<file path="src/usb_ep_host_pkg.sv">
package usb_ep_host_pkg;

    localparam int DEV_AW = 4;
    localparam int DEV_DW = 16;

    // Device register indices
    localparam logic [3:0] EP0_CONTROL_STATUS_ADDR = 4'h0;
    localparam logic [3:0] TX_PAYLOAD_LIMIT_ADDR = 4'h1;
    localparam logic [3:0] TX_EP_CONTROL_STATUS_ADDR = 4'h2;
    localparam logic [3:0] TX_BUFFER_SIZING_ADDR = 4'h3;

    // ep0_control_status fields
    localparam int EP0_RX_PACKET_PENDING = 0;
    localparam int EP0_STALL_SENT = 2;
    localparam int EP0_DATA_PHASE_DONE = 3;
    localparam int EP0_CONTROL_ABORTED = 4;
    localparam int EP0_STALL_REQUEST = 5;
    localparam int EP0_CONTROL_ABORT_ACK = 7;

    // tx_ep_control_status fields
    localparam int TX_PACKET_LOADED = 0;
    localparam int TX_BUFFER_OCCUPIED = 1;
    localparam int TX_BUFFER_DISCARD = 3;
    localparam int TX_STALL_REQUEST = 4;
    localparam int TX_STALL_SENT = 5;
    localparam int TX_TOGGLE_RESET = 6;
    localparam int TX_DMA_QUIET_MODE = 10;
    localparam int TX_FORCED_TOGGLE = 11;
    localparam int TX_DMA_REQUEST_EN = 12;
    localparam int TX_DIRECTION = 13;
    localparam int TX_ISO_SELECT = 14;

    // tx_buffer_sizing and payload limit fields
    localparam int SIZING_DOUBLE_BUFFER_EN = 4;
    localparam int PAYLOAD_LIMIT_BITS = 11;

    // cmd_data layout for the configure command
    localparam int CFG_DMA_BIT = 12;
    localparam int CFG_QUIET_BIT = 13;
    localparam int CFG_DBUF_BIT = 14;

    localparam logic [1:0] CFG_LAST_STEP = 2'h2;

    typedef enum logic [2:0] {
        CMD_CONFIGURE = 3'b000,
        CMD_COMMIT = 3'b001,
        CMD_DISCARD = 3'b010,
        CMD_STALL = 3'b011,
        CMD_UNSTALL = 3'b100,
        CMD_EP0_STALL = 3'b101,
        CMD_EP0_DONE = 3'b110
    } cmd_code_type;

    typedef struct packed {
        logic valid;
        logic we;
        logic [DEV_AW-1:0] addr;
        logic [DEV_DW-1:0] wdata;
    } dev_req_type;

    typedef struct packed {
        logic setup_pending;
        logic ep0_abort;
        logic tx_space;
        logic tx_stalled;
        logic cmd_err;
    } host_evt_type;

endpackage : usb_ep_host_pkg

</file>
<file path="src/usb_ep_host.sv">
// Function
// - Abort seen: write abort acknowledge
// - Pending packet after abort is new SETUP
// - Software stall request forces STALL
// - Bulk needs iso and forced toggle zero
// - Toggle reset on configure or re-enable
// - Occupied flag; discard drops one packet
// - Set packet loaded; device clears when sent
// - Packet length within payload limit
// - Loaded with empty buffer sends null
// - Clear stall sent, keep stall request
`timescale 1ns/1ps
`default_nettype none
module usb_ep_host
    import usb_ep_host_pkg::*;
(
    input wire logic core_clk,
    input wire logic sys_rst,
    input wire logic cmd_valid,
    input wire cmd_code_type cmd_code,
    input wire logic [DEV_DW-1:0] cmd_data,
    output logic cmd_ready,
    output dev_req_type dev_req,
    input wire logic dev_ack,
    input wire logic [DEV_DW-1:0] dev_rdata,
    input wire logic dev_irq,
    output host_evt_type evt
);

    typedef enum logic [2:0] {
        S_IDLE = 3'b000,
        S_EP0_RD = 3'b001,
        S_EP0_WR = 3'b010,
        S_TX_RD = 3'b011,
        S_TX_WR = 3'b100,
        S_CMD = 3'b101
    } state_type;

    state_type state, next_state;
    logic [1:0] step, next_step;
    cmd_code_type cmd, next_cmd;
    logic [DEV_DW-1:0] arg, next_arg;
    logic [PAYLOAD_LIMIT_BITS-1:0] limit, next_limit;
    logic dma_en, next_dma_en;
    logic quiet, next_quiet;
    logic stall_hold, next_stall_hold;
    logic next_cmd_ready;
    dev_req_type next_dev_req;
    host_evt_type next_evt;
    logic accept;
    logic [DEV_DW-1:0] tx_base;

    assign accept = cmd_valid && cmd_ready;

    // Iso and forced toggle always zero for bulk use
    always_comb
    begin
        tx_base = '0;
        tx_base[TX_DIRECTION] = 1'b1;
        tx_base[TX_DMA_REQUEST_EN] = dma_en;
        tx_base[TX_DMA_QUIET_MODE] = dma_en && quiet;
        tx_base[TX_STALL_REQUEST] = stall_hold;
    end

    always_comb
    begin
        next_state = state;
        next_step = step;
        next_cmd = cmd;
        next_arg = arg;
        next_limit = limit;
        next_dma_en = dma_en;
        next_quiet = quiet;
        next_stall_hold = stall_hold;
        next_dev_req = dev_req;
        next_evt = '0;
        unique case (state)
            S_IDLE:
            begin
                if (accept)
                begin
                    next_cmd = cmd_code;
                    next_arg = cmd_data;
                    next_step = 2'h0;
                    next_state = S_CMD;
                    next_dev_req.valid = 1'b1;
                    next_dev_req.we = 1'b1;
                    next_dev_req.addr = TX_EP_CONTROL_STATUS_ADDR;
                    next_dev_req.wdata = tx_base;
                    unique case (cmd_code)
                        CMD_CONFIGURE:
                        begin
                            next_dev_req.addr = TX_PAYLOAD_LIMIT_ADDR;
                            next_dev_req.wdata = {5'h00,
                                cmd_data[PAYLOAD_LIMIT_BITS-1:0]};
                        end
                        CMD_COMMIT:
                        begin
                            if (cmd_data[PAYLOAD_LIMIT_BITS-1:0] > limit)
                            begin
                                // Oversized packet refused, nothing written
                                next_dev_req.valid = 1'b0;
                                next_evt.cmd_err = 1'b1;
                                next_state = S_IDLE;
                            end
                            else
                            begin
                                // Zero length is fine: device sends null
                                next_dev_req.wdata[TX_PACKET_LOADED] =
                                    1'b1;
                            end
                        end
                        CMD_DISCARD:
                            next_dev_req.wdata[TX_BUFFER_DISCARD] =
                                1'b1;
                        CMD_STALL:
                        begin
                            next_stall_hold = 1'b1;
                            next_dev_req.wdata[TX_STALL_REQUEST] =
                                1'b1;
                        end
                        CMD_UNSTALL:
                        begin
                            next_stall_hold = 1'b0;
                            next_dev_req.wdata[TX_STALL_REQUEST] = 1'b0;
                            next_dev_req.wdata[TX_TOGGLE_RESET] =
                                1'b1;
                        end
                        CMD_EP0_STALL:
                        begin
                            next_dev_req.addr = EP0_CONTROL_STATUS_ADDR;
                            next_dev_req.wdata = '0;
                            next_dev_req.wdata[EP0_STALL_REQUEST] =
                                1'b1;
                        end
                        CMD_EP0_DONE:
                        begin
                            next_dev_req.addr = EP0_CONTROL_STATUS_ADDR;
                            next_dev_req.wdata = '0;
                            next_dev_req.wdata[EP0_DATA_PHASE_DONE] =
                                1'b1;
                        end
                        default:
                        begin
                            next_dev_req.valid = 1'b0;
                            next_evt.cmd_err = 1'b1;
                            next_state = S_IDLE;
                        end
                    endcase
                end
                else if (dev_irq)
                begin
                    // Endpoint 0 first: aborts outrank bulk traffic
                    next_state = S_EP0_RD;
                    next_dev_req.valid = 1'b1;
                    next_dev_req.we = 1'b0;
                    next_dev_req.addr = EP0_CONTROL_STATUS_ADDR;
                    next_dev_req.wdata = '0;
                end
            end
            S_EP0_RD:
            begin
                if (dev_ack)
                begin
                    next_evt.setup_pending =
                        dev_rdata[EP0_RX_PACKET_PENDING];
                    next_evt.ep0_abort = dev_rdata[EP0_STALL_SENT] ||
                        dev_rdata[EP0_CONTROL_ABORTED];
                    next_dev_req.we = 1'b1;
                    next_dev_req.wdata = '0;
                    // Writing zero to stall sent clears it
                    next_dev_req.wdata[EP0_CONTROL_ABORT_ACK] =
                        dev_rdata[EP0_CONTROL_ABORTED];
                    next_state = S_EP0_WR;
                    if (!dev_rdata[EP0_STALL_SENT] &&
                        !dev_rdata[EP0_CONTROL_ABORTED])
                    begin
                        next_dev_req.we = 1'b0;
                        next_dev_req.addr = TX_EP_CONTROL_STATUS_ADDR;
                        next_state = S_TX_RD;
                    end
                end
            end
            S_EP0_WR:
            begin
                if (dev_ack)
                begin
                    next_dev_req.we = 1'b0;
                    next_dev_req.addr = TX_EP_CONTROL_STATUS_ADDR;
                    next_dev_req.wdata = '0;
                    next_state = S_TX_RD;
                end
            end
            S_TX_RD:
            begin
                if (dev_ack)
                begin
                    next_evt.tx_space = !dev_rdata[TX_PACKET_LOADED];
                    next_evt.tx_stalled = dev_rdata[TX_STALL_SENT];
                    if (dev_rdata[TX_STALL_SENT])
                    begin
                        next_dev_req.we = 1'b1;
                        next_dev_req.wdata = tx_base;
                        next_state = S_TX_WR;
                    end
                    else
                    begin
                        next_dev_req.valid = 1'b0;
                        next_state = S_IDLE;
                    end
                end
            end
            S_TX_WR:
            begin
                if (dev_ack)
                begin
                    next_dev_req.valid = 1'b0;
                    next_state = S_IDLE;
                end
            end
            S_CMD:
            begin
                if (dev_ack)
                begin
                    if (cmd == CMD_CONFIGURE && step != CFG_LAST_STEP)
                    begin
                        next_step = step + 2'h1;
                        if (step == 2'h0)
                        begin
                            next_limit = arg[PAYLOAD_LIMIT_BITS-1:0];
                            next_dma_en = arg[CFG_DMA_BIT];
                            next_quiet = arg[CFG_QUIET_BIT];
                            next_dev_req.addr = TX_BUFFER_SIZING_ADDR;
                            next_dev_req.wdata = '0;
                            next_dev_req.wdata[SIZING_DOUBLE_BUFFER_EN] =
                                arg[CFG_DBUF_BIT];
                        end
                        else
                        begin
                            // New config also restarts toggle and drops stall
                            next_stall_hold = 1'b0;
                            next_dev_req.addr = TX_EP_CONTROL_STATUS_ADDR;
                            next_dev_req.wdata = tx_base;
                            next_dev_req.wdata[TX_STALL_REQUEST] = 1'b0;
                            next_dev_req.wdata[TX_TOGGLE_RESET] =
                                1'b1;
                            next_dev_req.wdata[TX_BUFFER_DISCARD] =
                                1'b1;
                        end
                    end
                    else
                    begin
                        next_dev_req.valid = 1'b0;
                        next_state = S_IDLE;
                    end
                end
            end
            default:
            begin
                next_dev_req.valid = 1'b0;
                next_state = S_IDLE;
            end
        endcase
        next_cmd_ready = next_state == S_IDLE;
    end

    always_ff @(posedge core_clk)
    begin
        if (sys_rst)
        begin
            state <= S_IDLE;
            step <= 2'h0;
            cmd <= CMD_CONFIGURE;
            arg <= '0;
            limit <= '0;
            dma_en <= 1'b0;
            quiet <= 1'b0;
            stall_hold <= 1'b0;
            dev_req <= '0;
            evt <= '0;
            cmd_ready <= 1'b0;
        end
        else
        begin
            state <= next_state;
            step <= next_step;
            cmd <= next_cmd;
            arg <= next_arg;
            limit <= next_limit;
            dma_en <= next_dma_en;
            quiet <= next_quiet;
            stall_hold <= next_stall_hold;
            dev_req <= next_dev_req;
            evt <= next_evt;
            cmd_ready <= next_cmd_ready;
        end
    end

    property p_abort_ack;
        @(posedge core_clk) disable iff (sys_rst)
        (state == S_EP0_RD && dev_ack && dev_rdata[EP0_CONTROL_ABORTED])
        |=> (dev_req.we && dev_req.addr == EP0_CONTROL_STATUS_ADDR &&
        dev_req.wdata[EP0_CONTROL_ABORT_ACK]);
    endproperty
    a_abort_ack: assert property (p_abort_ack)
        else $error("abort not acknowledged");

    property p_setup_flag;
        @(posedge core_clk) disable iff (sys_rst)
        (state == S_EP0_RD && dev_ack && dev_rdata[EP0_RX_PACKET_PENDING])
        |=> evt.setup_pending;
    endproperty
    a_setup_flag: assert property (p_setup_flag)
        else $error("pending setup not reported");

    property p_bulk_cfg;
        @(posedge core_clk) disable iff (sys_rst)
        (dev_req.valid && dev_req.we &&
        dev_req.addr == TX_EP_CONTROL_STATUS_ADDR)
        |-> (!dev_req.wdata[TX_ISO_SELECT] &&
        !dev_req.wdata[TX_FORCED_TOGGLE] && dev_req.wdata[TX_DIRECTION]);
    endproperty
    a_bulk_cfg: assert property (p_bulk_cfg)
        else $error("bulk configuration bits wrong");

    property p_stall_keep;
        @(posedge core_clk) disable iff (sys_rst)
        (state == S_TX_RD && dev_ack && dev_rdata[TX_STALL_SENT])
        |=> (dev_req.we && !dev_req.wdata[TX_STALL_SENT] &&
        dev_req.wdata[TX_STALL_REQUEST] == $past(stall_hold));
    endproperty
    a_stall_keep: assert property (p_stall_keep)
        else $error("stall sent clear changed stall request");

    property p_commit;
        @(posedge core_clk) disable iff (sys_rst)
        (accept && cmd_code == CMD_COMMIT &&
        cmd_data[PAYLOAD_LIMIT_BITS-1:0] <= limit)
        |=> (dev_req.valid && dev_req.wdata[TX_PACKET_LOADED])
        ##[0:20] (dev_ack && dev_req.valid);
    endproperty
    a_commit: assert property (p_commit)
        else $error("commit not issued");

    property p_oversize;
        @(posedge core_clk) disable iff (sys_rst)
        (accept && cmd_code == CMD_COMMIT &&
        cmd_data[PAYLOAD_LIMIT_BITS-1:0] > limit)
        |=> (evt.cmd_err && !dev_req.valid) ##1 cmd_ready;
    endproperty
    a_oversize: assert property (p_oversize)
        else $error("oversized packet not refused");

    property p_discard;
        @(posedge core_clk) disable iff (sys_rst)
        (accept && cmd_code == CMD_DISCARD)
        |=> (dev_req.wdata[TX_BUFFER_DISCARD] &&
        !dev_req.wdata[TX_PACKET_LOADED]);
    endproperty
    a_discard: assert property (p_discard)
        else $error("discard not written");

    property p_unstall;
        @(posedge core_clk) disable iff (sys_rst)
        (accept && cmd_code == CMD_UNSTALL)
        |=> (dev_req.wdata[TX_TOGGLE_RESET] &&
        !dev_req.wdata[TX_STALL_REQUEST]);
    endproperty
    a_unstall: assert property (p_unstall)
        else $error("re-enable without toggle reset");

    property p_ep0_stall;
        @(posedge core_clk) disable iff (sys_rst)
        (accept && cmd_code == CMD_EP0_STALL)
        |=> (dev_req.addr == EP0_CONTROL_STATUS_ADDR &&
        dev_req.wdata[EP0_STALL_REQUEST] && !cmd_ready);
    endproperty
    a_ep0_stall: assert property (p_ep0_stall)
        else $error("endpoint 0 stall not requested");

endmodule : usb_ep_host
`default_nettype wire

</file>
<file path="config.mk">
export PLATFORM = sky130hd
export DESIGN_NAME = usb_ep_host
export DESIGN_NICKNAME = d
export VERILOG_FILES = /design/src/usb_ep_host_pkg.sv /design/src/usb_ep_host.sv
export SDC_FILE = /design/constraint.sdc
export NUM_CORES = 1
export LEC_CHECK = 0
export ABC_CLOCK_PERIOD_IN_PS = 2100
export BUFFER_PORTS_ARGS = -buffer_cell sky130_fd_sc_hd__buf_2
export CAP_MARGIN = 40
export CORE_MARGIN = 2
export CORE_UTILIZATION = 56
export CTS_BUF_LIST = sky130_fd_sc_hd__clkbuf_4
export DETAILED_ROUTE_END_ITERATION = 16
export GPL_TIMING_DRIVEN = 0
export PLACE_DENSITY = 0.93
export REMOVE_ABC_BUFFERS = 1
export SLEW_MARGIN = 25
export SYNTH_ARGS = -nofsm -noshare
export SYNTH_HDL_FRONTEND = slang
export SYNTH_SLANG_ARGS = --single-unit
</file>
<file path="constraint.sdc">
create_clock -name core_clk -period 2.1 [get_ports core_clk]
set_input_delay 0.105 -clock core_clk [delete_from_list [all_inputs] [get_ports core_clk]]
set_output_delay 0.105 -clock core_clk [all_outputs]
set_load 0.03 [all_outputs]
</file>
# [After elaboration in Yosys (flattened, before gate mapping)]
# Index checks and enable logic that the tools add are counted.
[word_totals] reg_bits=65 output_inout_bits=28 input_bits=40 elab_cells=139
[op_classes] n_bitwise=6 add_sub_neg=1 mux=54 n_reduce_logical=33 n_lt_le_gt_ge=1 eq_ne=26
[ops] op="16-bit one-hot mux with 5 select lines" count=1
[ops] op="22-bit 2-to-1 mux" count=2
[ops] op="21-bit 2-to-1 mux" count=2
[ops] op="20-bit 2-to-1 mux" count=2
[ops] op="16-bit 2-to-1 mux" count=2
[ops] op="3-bit 2-to-1 mux" count=10
[ops] op="2-bit != test, second input constant" count=13
[ops] op="11-bit one-hot mux with 2 select lines" count=1
[ops] op="3-bit one-hot mux with 6 select lines" count=1
[ops] op="17-bit 2-to-1 mux" count=1
[ops] op="1-bit one-hot mux with 2 select lines" count=8
[ops] op="4-bit one-hot mux with 4 select lines" count=1
[ops] op="3-bit equality test, second input constant" count=5
[ops] op="7-bit AND reduction" count=2
[ops] op="3-bit by 2-bit equality test with 1-bit output, second input constant" count=4
[ops] op="3-bit logical NOT" count=4
[ops] op="1-bit 2-to-1 mux" count=12
[ops] op="6-bit AND reduction" count=2
[ops] op="3-bit OR reduction" count=4
[ops] op="11-bit > comparator" count=1
[ops] op="2-bit 2-to-1 mux" count=5
[ops] op="4-bit AND reduction" count=2
[ops] op="8-bit AND reduction" count=1
[ops] op="4-bit nonzero test" count=2
[ops] op="other kinds (20)" count=33

# [Logic depth before layout (Yosys ltp)]
# Gate-level depths: netlist of run 1.
[depth] ltp_word=6 mapped_depth=8

# [Worst setup path after synthesis of run 1]
# OpenSTA, ideal clock, no wires.
[synth_timing] kind="register -> register" startpoint="reg state[1]" endpoint="reg dev_req[10] in the netlist's numbering" setup_slack_ns=0.241 path_stages_with_launch=9 arrival_time_ns=1.725 synth_period_minus_slack_ns=1.859 path_buffers=3 required_time_ns=1.966 path_cell_list="dfxtp_1 -> buf_6 -> or3_1 -> buf_2 -> or3_4 -> o211a_1 -> buf_2 -> nor2_1 -> a211oi_2"
[synth_via] elab_chain_len=3
[synth_rtl] element="start: declaration" line="usb_ep_host.sv:39" rtl="state_type state, next_state;"
[synth_rtl] element="start signal: assignment" line="usb_ep_host.sv:285" rtl="state <= next_state;"
[synth_rtl] element="3-bit equality test (tied with other cells)" line="usb_ep_host.sv:77" rtl="unique case (state)"
[synth_rtl] element="5-bit nonzero test (no source line) (tied with other cells)"
[synth_rtl] element="8-bit AND reduction (no source line)"
[synth_rtl] element="end signal: assignment" line="usb_ep_host.sv:293" rtl="dev_req <= next_dev_req;"
[synth_rtl] element="end: declaration" line="usb_ep_host.sv:23" rtl="output dev_req_type dev_req,"
# Several ways; a longest one is shown, not always the timed one.
# A chain may end at the register's enable or synchronous reset.

# [Worst setup path after layout of run 1]
[layout_timing] startpoint="reg step[0]" endpoint="reg dev_req[6] in the netlist's numbering"
[layout_via] elab_chain_len=5
[layout_rtl] element="start: declaration" line="usb_ep_host.sv:40" rtl="logic [1:0] step, next_step;"
[layout_rtl] element="start signal: assignment" line="usb_ep_host.sv:286" rtl="step <= next_step;"
[layout_rtl] element="2-bit logical NOT" line="usb_ep_host.sv:228" rtl="if (step == 2'h0)"
[layout_rtl] element="17-bit 2-to-1 mux" line="usb_ep_host.sv:228"
[layout_rtl] element="20-bit 2-to-1 mux" line="usb_ep_host.sv:225" rtl="if (cmd == CMD_CONFIGURE && step != CFG_LAST_STEP)"
[layout_rtl] element="20-bit 2-to-1 mux" line="usb_ep_host.sv:223" rtl="if (dev_ack)"
[layout_rtl] element="16-bit one-hot mux with 5 select lines" line="usb_ep_host.sv:77"
# Several ways; a longest one is shown, not always the timed one. The select of a mux whose other input is x is not followed.

==> results of run 1 <==
synthesized netlist by cell type, types with 3 or more instances:
cell,n
dfxtp_1,59
nand3_1,14
nor2_1,38
nor3_1,12
a211o_1,3
ha_1,13
or3_1,3
o2bb2ai_1,3
o21ai_0,6
nand2b_1,4
nand2_1,54
a211oi_1,3
nor3b_1,4
buf_2,6
buf_4,5
mux2i_1,16
a21oi_1,44
clkbuf_1,16
a221oi_1,4
inv_1,18
worst min-delay path by stage:
stage	to	slack [ns]	cells after the start
after floorplan	dev_req[10]	0.17	1
after global placement	evt[2]	0.28	2
after detailed placement	evt[2]	0.29	2
after CTS	dev_req[7]	0.02	3
after global routing	cmd[1]	0.04	3
final	cmd[1]	0.03	3
sequential cells by signal, indices dropped and copies added (netlist names), 2 cells and up:
signal / cells
limit: 11
step: 2
cmd: 3
arg: 14
state: 3
dev_req: 17
evt: 5
layer usage:
layer / vias to the layer above / wire length [um] / global-route usage, % / share of wire [%]
li1: 1409 / - / - / -
met1: 1314 / 3170 / 31.7 / 43
met2: 123 / 3450 / 41.2 / 47
met3: 19 / 559 / 8.37 / 7.7
met4: 0 / 123 / 8.39 / 1.7
met5: - / 0 / 0 / 0
area by class of cell:
type | count | share of cell area [%]
clock inverters | 3 | 1.11
inverters | 18 | 1.87
flip-flops and latches | 59 | 32.8
repair buffers | 70 | 13.2
clock buffers | 12 | 2.49
well taps | 70 | 2.42
multi-input cells | 271 | 46.2
timing repair:
action / 4_1_cts / 5_1_grt
pin swaps: 2 / 3
cloned: 0 / 0
buffers inserted: 1 / 2
hold buffers: 16 / 0
setup endpoints to repair: 32 / 13
endpoints found under the hold margin: 21 / 0
gates resized for setup: 8 / 4
kinds of logic after synthesis:
family | after synthesis
other | 1
flip-flops | 59
XOR/XNOR | 3
buffers and inverters | 49
AO/OA/AOI/OAI | 86
adder cells (fa/ha/maj) | 14
AND/OR/NAND/NOR | 147
multiplexers | 16
worst reg2reg max path, delay by kind of cell (launching register included):
kind	cells	cell delay, ns
AND/OR/NAND/NOR	2	0.75
AO/OA/AOI/OAI	3	0.64
flip-flops	1	0.32
adder cells (fa/ha/maj)	1	0.23
buffers and inverters	1	0.07
power by group:
group / switching [mW] / internal [mW]
logic: 0.842 / 0.483
registers: 0.151 / 1.26
clock network: 0.401 / 0.393
total: 1.39 / 2.13
per-stage QoR:
stage | util (%) | TNS [ns] | hold slack (ns) | cells | power [mW]
2_1_floorplan | - | -0.280 | 0.170 | 348 | 2.24
3_3_place_gp | 62.0 | -20.98 | 0.282 | 466 | 2.57
3_5_place_dp | 63.1 | -2.47 | 0.286 | 469 | 2.63
4_1_cts | 69.6 | 0 | 0.0157 | 501 | 3.50
5_1_grt | 70.0 | 0 | 0.0409 | 503 | 3.72
6_report | 70.0 | 0 | 0.0349 | 503 | 3.53
==> results.cfg, run 1 <==
[run_status]
status = finished clean

[placement]
hpwl_um = 5020
placed_area_mm2 = 0.00327
dp_slack_ns = -0.331
place_congestion = 0.899
portBuffers = 48

[critical_path]
slowest_stage = or3_1
setup.worst_path.class = reg -> reg
required_ns = 2.45
cp-endpoint = dev_req[6]
setup.worst_path.start_class = flop
reg2reg_from = step[0]
r2r_end = dev_req[6]
cp_max_fo = 13
cp_top_family = simple AND/OR/NAND/NOR gates
cp_num_buf_inv = 1
max_stage_delay_ns = 0.41
crit_chain = inv_1 -> ha_1 -> nor4_4 -> o2bb2ai_1 -> o211ai_4 -> or3_1 -> a31oi_1
cp-end-kind = flop
reg2reg_slack_ns = 0.04
crit_cells = 7
worst_ep_arrival_time_ns = 2.41
crit_start = step[0]
ff2ff_path_depth = 7

[yosys]
syn_inst = 375
synth_compound_area_share_pct = 18.6
synth-edff-count = 0
ys_ff_latch = 59
synth_top_area_share_pct = 39.1
yosys-top-cells-area = dfxtp_1, a21oi_1, nand2_1
yosys_warnings = 0
synth_top_area_cell = dfxtp_1
async_reset_ff_share_pct = 0
synth_fa_ha_area_share_pct = 5.71
synth_top_family_by_area = simple AND/OR/NAND/NOR gates
syn_avg_cell_area_um2 = 8.06
synth_ff_type = dfxtp_1
ys_types = 57
yosys-mux-area-fraction_pct = 5.30
synthXorXnorAreaFrac_pct = 0.869
syn_area_mm2 = 0.00302
synth-seq-area-share_pct = 39.1
yosys.area_share.simple_pct = 22.9

[timing]
hold_viol = 0
setup_viol = 0
rsz0062_at_grt = no
drv_slew = 0
fmax_mhz = 486
slew_headroom_pct = 60.0
fin_skew_ns = 0.0118
tightest_slew_ns = 0.585
fin_ws_ns = 0.0434
fin_crit_ns = 2.06
period_share_pct = 97.9

[clock_network]
insertion_delay_ns = 0.42
clk_pin_slew_ns = 0.10
cts.htree.levels = 3
clkSinkCount = 59
cts_made_buffers = 9
cts_tree = done
root_buffer = clkbuf_4
cts_buffer_depth = 2

[final_layout]
fill_cells = 409
nets = 482
multi_input_area_mm2 = 0.00167
final_area_mm2 = 0.00362
antenna_cells = 0
mostFrequentLayoutCell = dfxtp_1
seqCellArea_mm2 = 0.00119
area_growth_pct = 19.8
final_cell_mix = dfxtp_1, nand2_1, buf_2
layout-drive-gt1-share_pct = 19.9

[floorplan]
chipHeight_um = 77.5
initial_core_util_pct = 58.5
ioPinCount = 68
dieWidth_um = 77.5
die_area_mm2 = 0.00600
placement_rows = 26
core-area_mm2 = 0.00517

[pwr]
ir_drop_uv = 682
power.leakage_nw = 1.50
p_per_area_mw_per_mm2 = 973

[drt]
vias_per_cell = 5.70
wire_per_inst_um = 14.5
ant_nets = 0
finalWirelength_um = 7300
drt_iter0_drc = 307
route.vias.total = 2865
drc_errors = 0
first_pass_iters = 6

[grt]
antenna_found_initial = 0
grt_first_pass_wirelength_um = 12100
grt_pass1_vias = 2545
gr-total-overflow = 0
grt_max_degree = 31
grt_util_all_layers_pct = 25.4

[run]
max_cap_violations = 0

[worst_hold_path]
worst_hold_path_type = in -> reg
hold_start = cmd_code[1]
(Power assumes the default switching activity.)
==> inputs of run 2 (changes only) <==
--- a/config.mk
+++ b/config.mk
@@ -11,9 +11,11 @@
 export CORE_MARGIN = 2
 export CORE_UTILIZATION = 56
 export CTS_BUF_LIST = sky130_fd_sc_hd__clkbuf_4
+export CTS_CLUSTER_SIZE = 20
 export DETAILED_ROUTE_END_ITERATION = 16
 export GPL_TIMING_DRIVEN = 0
 export PLACE_DENSITY = 0.93
+export RECOVER_POWER = 50
 export REMOVE_ABC_BUFFERS = 1
 export SLEW_MARGIN = 25
 export SYNTH_ARGS = -nofsm -noshare
==> results.cfg, run 2 (synthesis gave the netlist of run 1 again) <==
[placement]
dp_slack_ns = -0.331
hpwl_um = 5020
place_congestion = 0.899
placed_cells = 469
portBuffers = 48

[timing]
slew_headroom_pct = 60.1
fin_ws_ns = 0.0425
fin_crit_ns = 2.06
timing.hold.ws_ns = 0.0383
fmax_mhz = 486
period_share_pct = 98.0
rsz0062_at_grt = no
hold_viol = 0
setup_viol = 0
tightest_slew_ns = 0.584
drv_slew = 0
fin_skew_ns = 0.0119

[grt]
gr-total-overflow = 0
grt_pass1_vias = 2545
grt_util_all_layers_pct = 25.4
antenna_found_initial = 0
grt_max_degree = 31
grt_first_pass_wirelength_um = 12100

[pwr]
power_frac_clock_pct = 22.6
seqPwrFrac_pct = 40.2
internal_power_mw = 2.11
swShare_pct = 39.8
ir_drop_uv = 664
switching_power_mw = 1.40
power_mw = 3.51
power.leakage_nw = 1.40
combinationalPowerShare_pct = 37.2
p_per_area_mw_per_mm2 = 976

[drt]
finalWirelength_um = 7310
ant_nets = 0
first_pass_iters = 7
drc_errors = 0
wire_per_inst_um = 14.5
drt_iter0_drc = 267
vias_per_cell = 5.76
route.vias.total = 2895

[clock_network]
cts_buffer_depth = 2
clk_pin_slew_ns = 0.10
cts_tree = done
cts_made_buffers = 9
clkSinkCount = 59
insertion_delay_ns = 0.42
root_buffer = clkbuf_4
cts.htree.levels = 3

[critical_path]
setup.worst_path.class = reg -> reg
cp_max_fo = 13
cp-end-kind = flop
required_ns = 2.38
worst_ep_arrival_time_ns = 2.34
setup.worst_path.start_class = flop

[final_layout]
largest_reg_flops = 17
nets = 482
fin_util_pct = 69.5
mostFrequentLayoutCell = dfxtp_1
final-instance-count-excl-fill = 503
antenna_cells = 0
final_cell_mix = dfxtp_1, nand2_1, a21oi_1
layout-drive-gt1-share_pct = 14.5
area_growth_pct = 18.8
top_regs = dev_req (17), arg (14), limit (11)
top_register = dev_req

[floorplan]
dieWidth_um = 77.5
ioPinCount = 68
chipHeight_um = 77.5
initial_core_util_pct = 58.5
placement_rows = 26
die_area_mm2 = 0.00600
core-area_mm2 = 0.00517

[run]
max_cap_violations = 0

[worst_hold_path]
worst_hold_path_type = in -> reg

[run_status]
status = finished clean
run 2: final cells by class:
| class | instances | area [um^2] |
|---|---|---|
| multi-input combinational | 271 | 1670 |
| fill | 424 | 1580 |
| sequential | 59 | 1190 |
| timing repair buffer | 70 | 448 |
| clock buffer | 12 | 90.1 |
| tap | 70 | 87.6 |
| inverter | 18 | 67.6 |
| clock inverter | 3 | 40.0 |
run 2: power by group through the flow:
stage | Clock, mW | Sequential (mW) | Combinational, mW
floorplan | 0 | 1.53 | 0.715
global placement | 0 | 1.41 | 1.16
detailed placement | 0 | 1.42 | 1.21
CTS | 0.807 | 1.40 | 1.29
global route | 0.852 | 1.43 | 1.42
finish | 0.793 | 1.41 | 1.31
run 2: critical path, cell delays in order (launching register included):
cell and delay, ns:
dfxtp_1 0.32, inv_1 0.07, ha_1 0.23, nor4_4 0.33, o2bb2ai_1 0.25, o211ai_4 0.23, a221oi_1 0.41, nor3_1 0.08
run 2: final timing paths:
| path | slack [ns] | endpoint | cells after the start | start |
|---|---|---|---|---|
| worst max register to register | 0.04 | dev_req[4] | 7 | step[0] |
| worst min-delay path | 0.04 | cmd[1] | 3 | cmd_code[1] |
| worst min register to register | 0.46 | dev_req[12] | 2 | dev_req[12] |
| worst max-delay path | 0.04 | dev_req[4] | 7 | step[0] |
run 2: repair_timing:
item                                   CTS  global route
buffers inserted                         1             2
endpoints found under the hold margin   21             0
pin swaps                                2             3
gates resized for setup                  8             4
setup endpoints to repair               32            13
hold buffers                            16             0
run 2: layer usage:
layer	vias to the layer above	track usage (%)	part of all wire, %
met5	-	0	0
met4	0	8.39	2.1
met3	20	8.37	7.2
met2	125	41.2	47
met1	1340	31.7	43
li1	1410	-	-
run 2: through the flow:
step           setup TNS, ns  cell area (um^2)
3_5_place_dp           -2.47              3270
5_1_grt                    0              3590
6_report                   0              3590
2_1_floorplan         -0.280              2880
3_3_place_gp          -20.98              3210
4_1_cts                    0              3600
==> inputs of run 3 (changes only) <==
--- a/config.mk
+++ b/config.mk
@@ -10,7 +10,7 @@
 export CAP_MARGIN = 40
 export CORE_MARGIN = 2
 export CORE_UTILIZATION = 56
-export CTS_BUF_LIST = sky130_fd_sc_hd__clkbuf_4
+export CTS_BUF_LIST = sky130_fd_sc_hd__clkbuf_8
 export CTS_CLUSTER_SIZE = 20
 export DETAILED_ROUTE_END_ITERATION = 16
 export GPL_TIMING_DRIVEN = 0
==> results.cfg, run 3 (synthesis gave the netlist of run 1 again) <==
[final_layout]
fin_util_pct = 68.0
largest_reg_flops = 17
antenna_cells = 0
top_register = dev_req
layout-drive-gt1-share_pct = 14.9
top_regs = dev_req (17), arg (14), limit (11)
nets = 471
final_cell_mix = dfxtp_1, nand2_1, a21oi_1
mostFrequentLayoutCell = dfxtp_1
final-instance-count-excl-fill = 492
area_growth_pct = 16.3

[worst_hold_path]
worst_hold_path_type = in -> reg

[critical_path]
crit_chain = or3_4 -> or3_4 -> o211ai_4 -> buf_4 -> a32oi_1 -> o22ai_1
max_stage_delay_ns = 0.47
crit_top_cell = or3_4
cp_max_fo = 19
slowest_stage = or3_4
setup.worst_path.class = reg -> reg
cp-end-kind = flop
setup.worst_path.start_class = flop
worst_ep_arrival_time_ns = 2.26
required_ns = 2.37

[timing]
fin_crit_ns = 1.99
fin_skew_ns = 0.00768
rsz0062_at_grt = no
drv_slew = 0
setup_tns_ns = 0
timing.hold.ws_ns = 0.00931
hold_viol = 0
tightest_slew_ns = 0.586
period_share_pct = 95.0
fmax_mhz = 501
slew_headroom_pct = 59.9
setup_viol = 0

[run_status]
status = finished clean

[pwr]
p_per_area_mw_per_mm2 = 1050
power.leakage_nw = 1.38
ir_drop_uv = 612

[drt]
route.vias.total = 2873
ant_nets = 0
finalWirelength_um = 7330
drc_errors = 0
first_pass_iters = 5
vias_per_cell = 5.84
wire_per_inst_um = 14.9
drt_iter0_drc = 251

[run]
max_cap_violations = 0

[floorplan]
chipHeight_um = 77.5
placement_rows = 26
ioPinCount = 68
initial_core_util_pct = 58.5
die_area_mm2 = 0.00600
core-area_mm2 = 0.00517
dieWidth_um = 77.5

[grt]
grt_max_degree = 31
grt_pass1_vias = 2551
grt_util_all_layers_pct = 25.0
antenna_found_initial = 0
grt_first_pass_wirelength_um = 12000
gr-total-overflow = 0

[clock_network]
root_buffer = clkbuf_8
clkSinkCount = 59
cts_buffer_depth = 2
cts_tree = done
clk_pin_slew_ns = 0.06
insertion_delay_ns = 0.34
cts_made_buffers = 9
cts.htree.levels = 3

[placement]
place_congestion = 0.899
placed_cells = 469
portBuffers = 48
hpwl_um = 5020
[run 3: critical path: cells and delay by family (launching register included)]
kind                   cells  cell delay (ns)
AND/OR/NAND/NOR            2             0.90
AO/OA/AOI/OAI              3             0.37
buffers and inverters      1             0.23
flip-flops                 1             0.42
[run 3: layer usage]
layer / part of all wire [%] / vias to the layer above / track usage (%) / wire, um
met5: 0 / - / 0 / 0
met4: 1.8 / 0 / 8.57 / 133
met3: 7.7 / 19 / 8.02 / 564
met2: 48 / 133 / 40.0 / 3480
met1: 43 / 1338 / 31.9 / 3150
li1: - / 1383 / - / -
[run 3: area by class of cell]
cell class	instances	area (um^2)
repair buffers	59	330
well taps	70	87.6
fillers	436	1650
clock buffers	9	124
multi-input cells	271	1670
flip-flops and latches	59	1180
clock inverters	6	51.3
inverters	18	67.6
[run 3: stage by stage]
stage,power [mW],setup slack (ns),cell area [um^2]
after floorplan,2.24,-0.280,2880
after global placement,2.57,-1.13,3210
after detailed placement,2.63,-0.331,3270
after CTS,3.63,0.0402,3500
after global routing,3.89,0.0175,3520
final,3.70,0.105,3520
[run 3: path summary, 6_finish.rpt]
check               start         end  slack [ns]  cells after the start
min reg2reg        arg[3]      arg[3]        0.45                      2
max reg2reg      state[1]  dev_req[0]        0.11                      6
min          cmd_data[13]     arg[13]       0.009                      3
max              state[1]  dev_req[0]        0.11                      6
[run 3: what timing repair did]
item / CTS / global route
hold buffers: 2 / 0
hold endpoints to repair: 2 / 0
setup endpoints to repair: 32 / 13
pin swaps: 2 / 3
buffers inserted: 1 / 5
gates resized for setup: 8 / 3
[run 3: where the power goes]
part	internal (mW)	switching, mW
Sequential	1.26	0.154
Clock	0.523	0.416
Combinational	0.491	0.855
Total	2.27	1.43
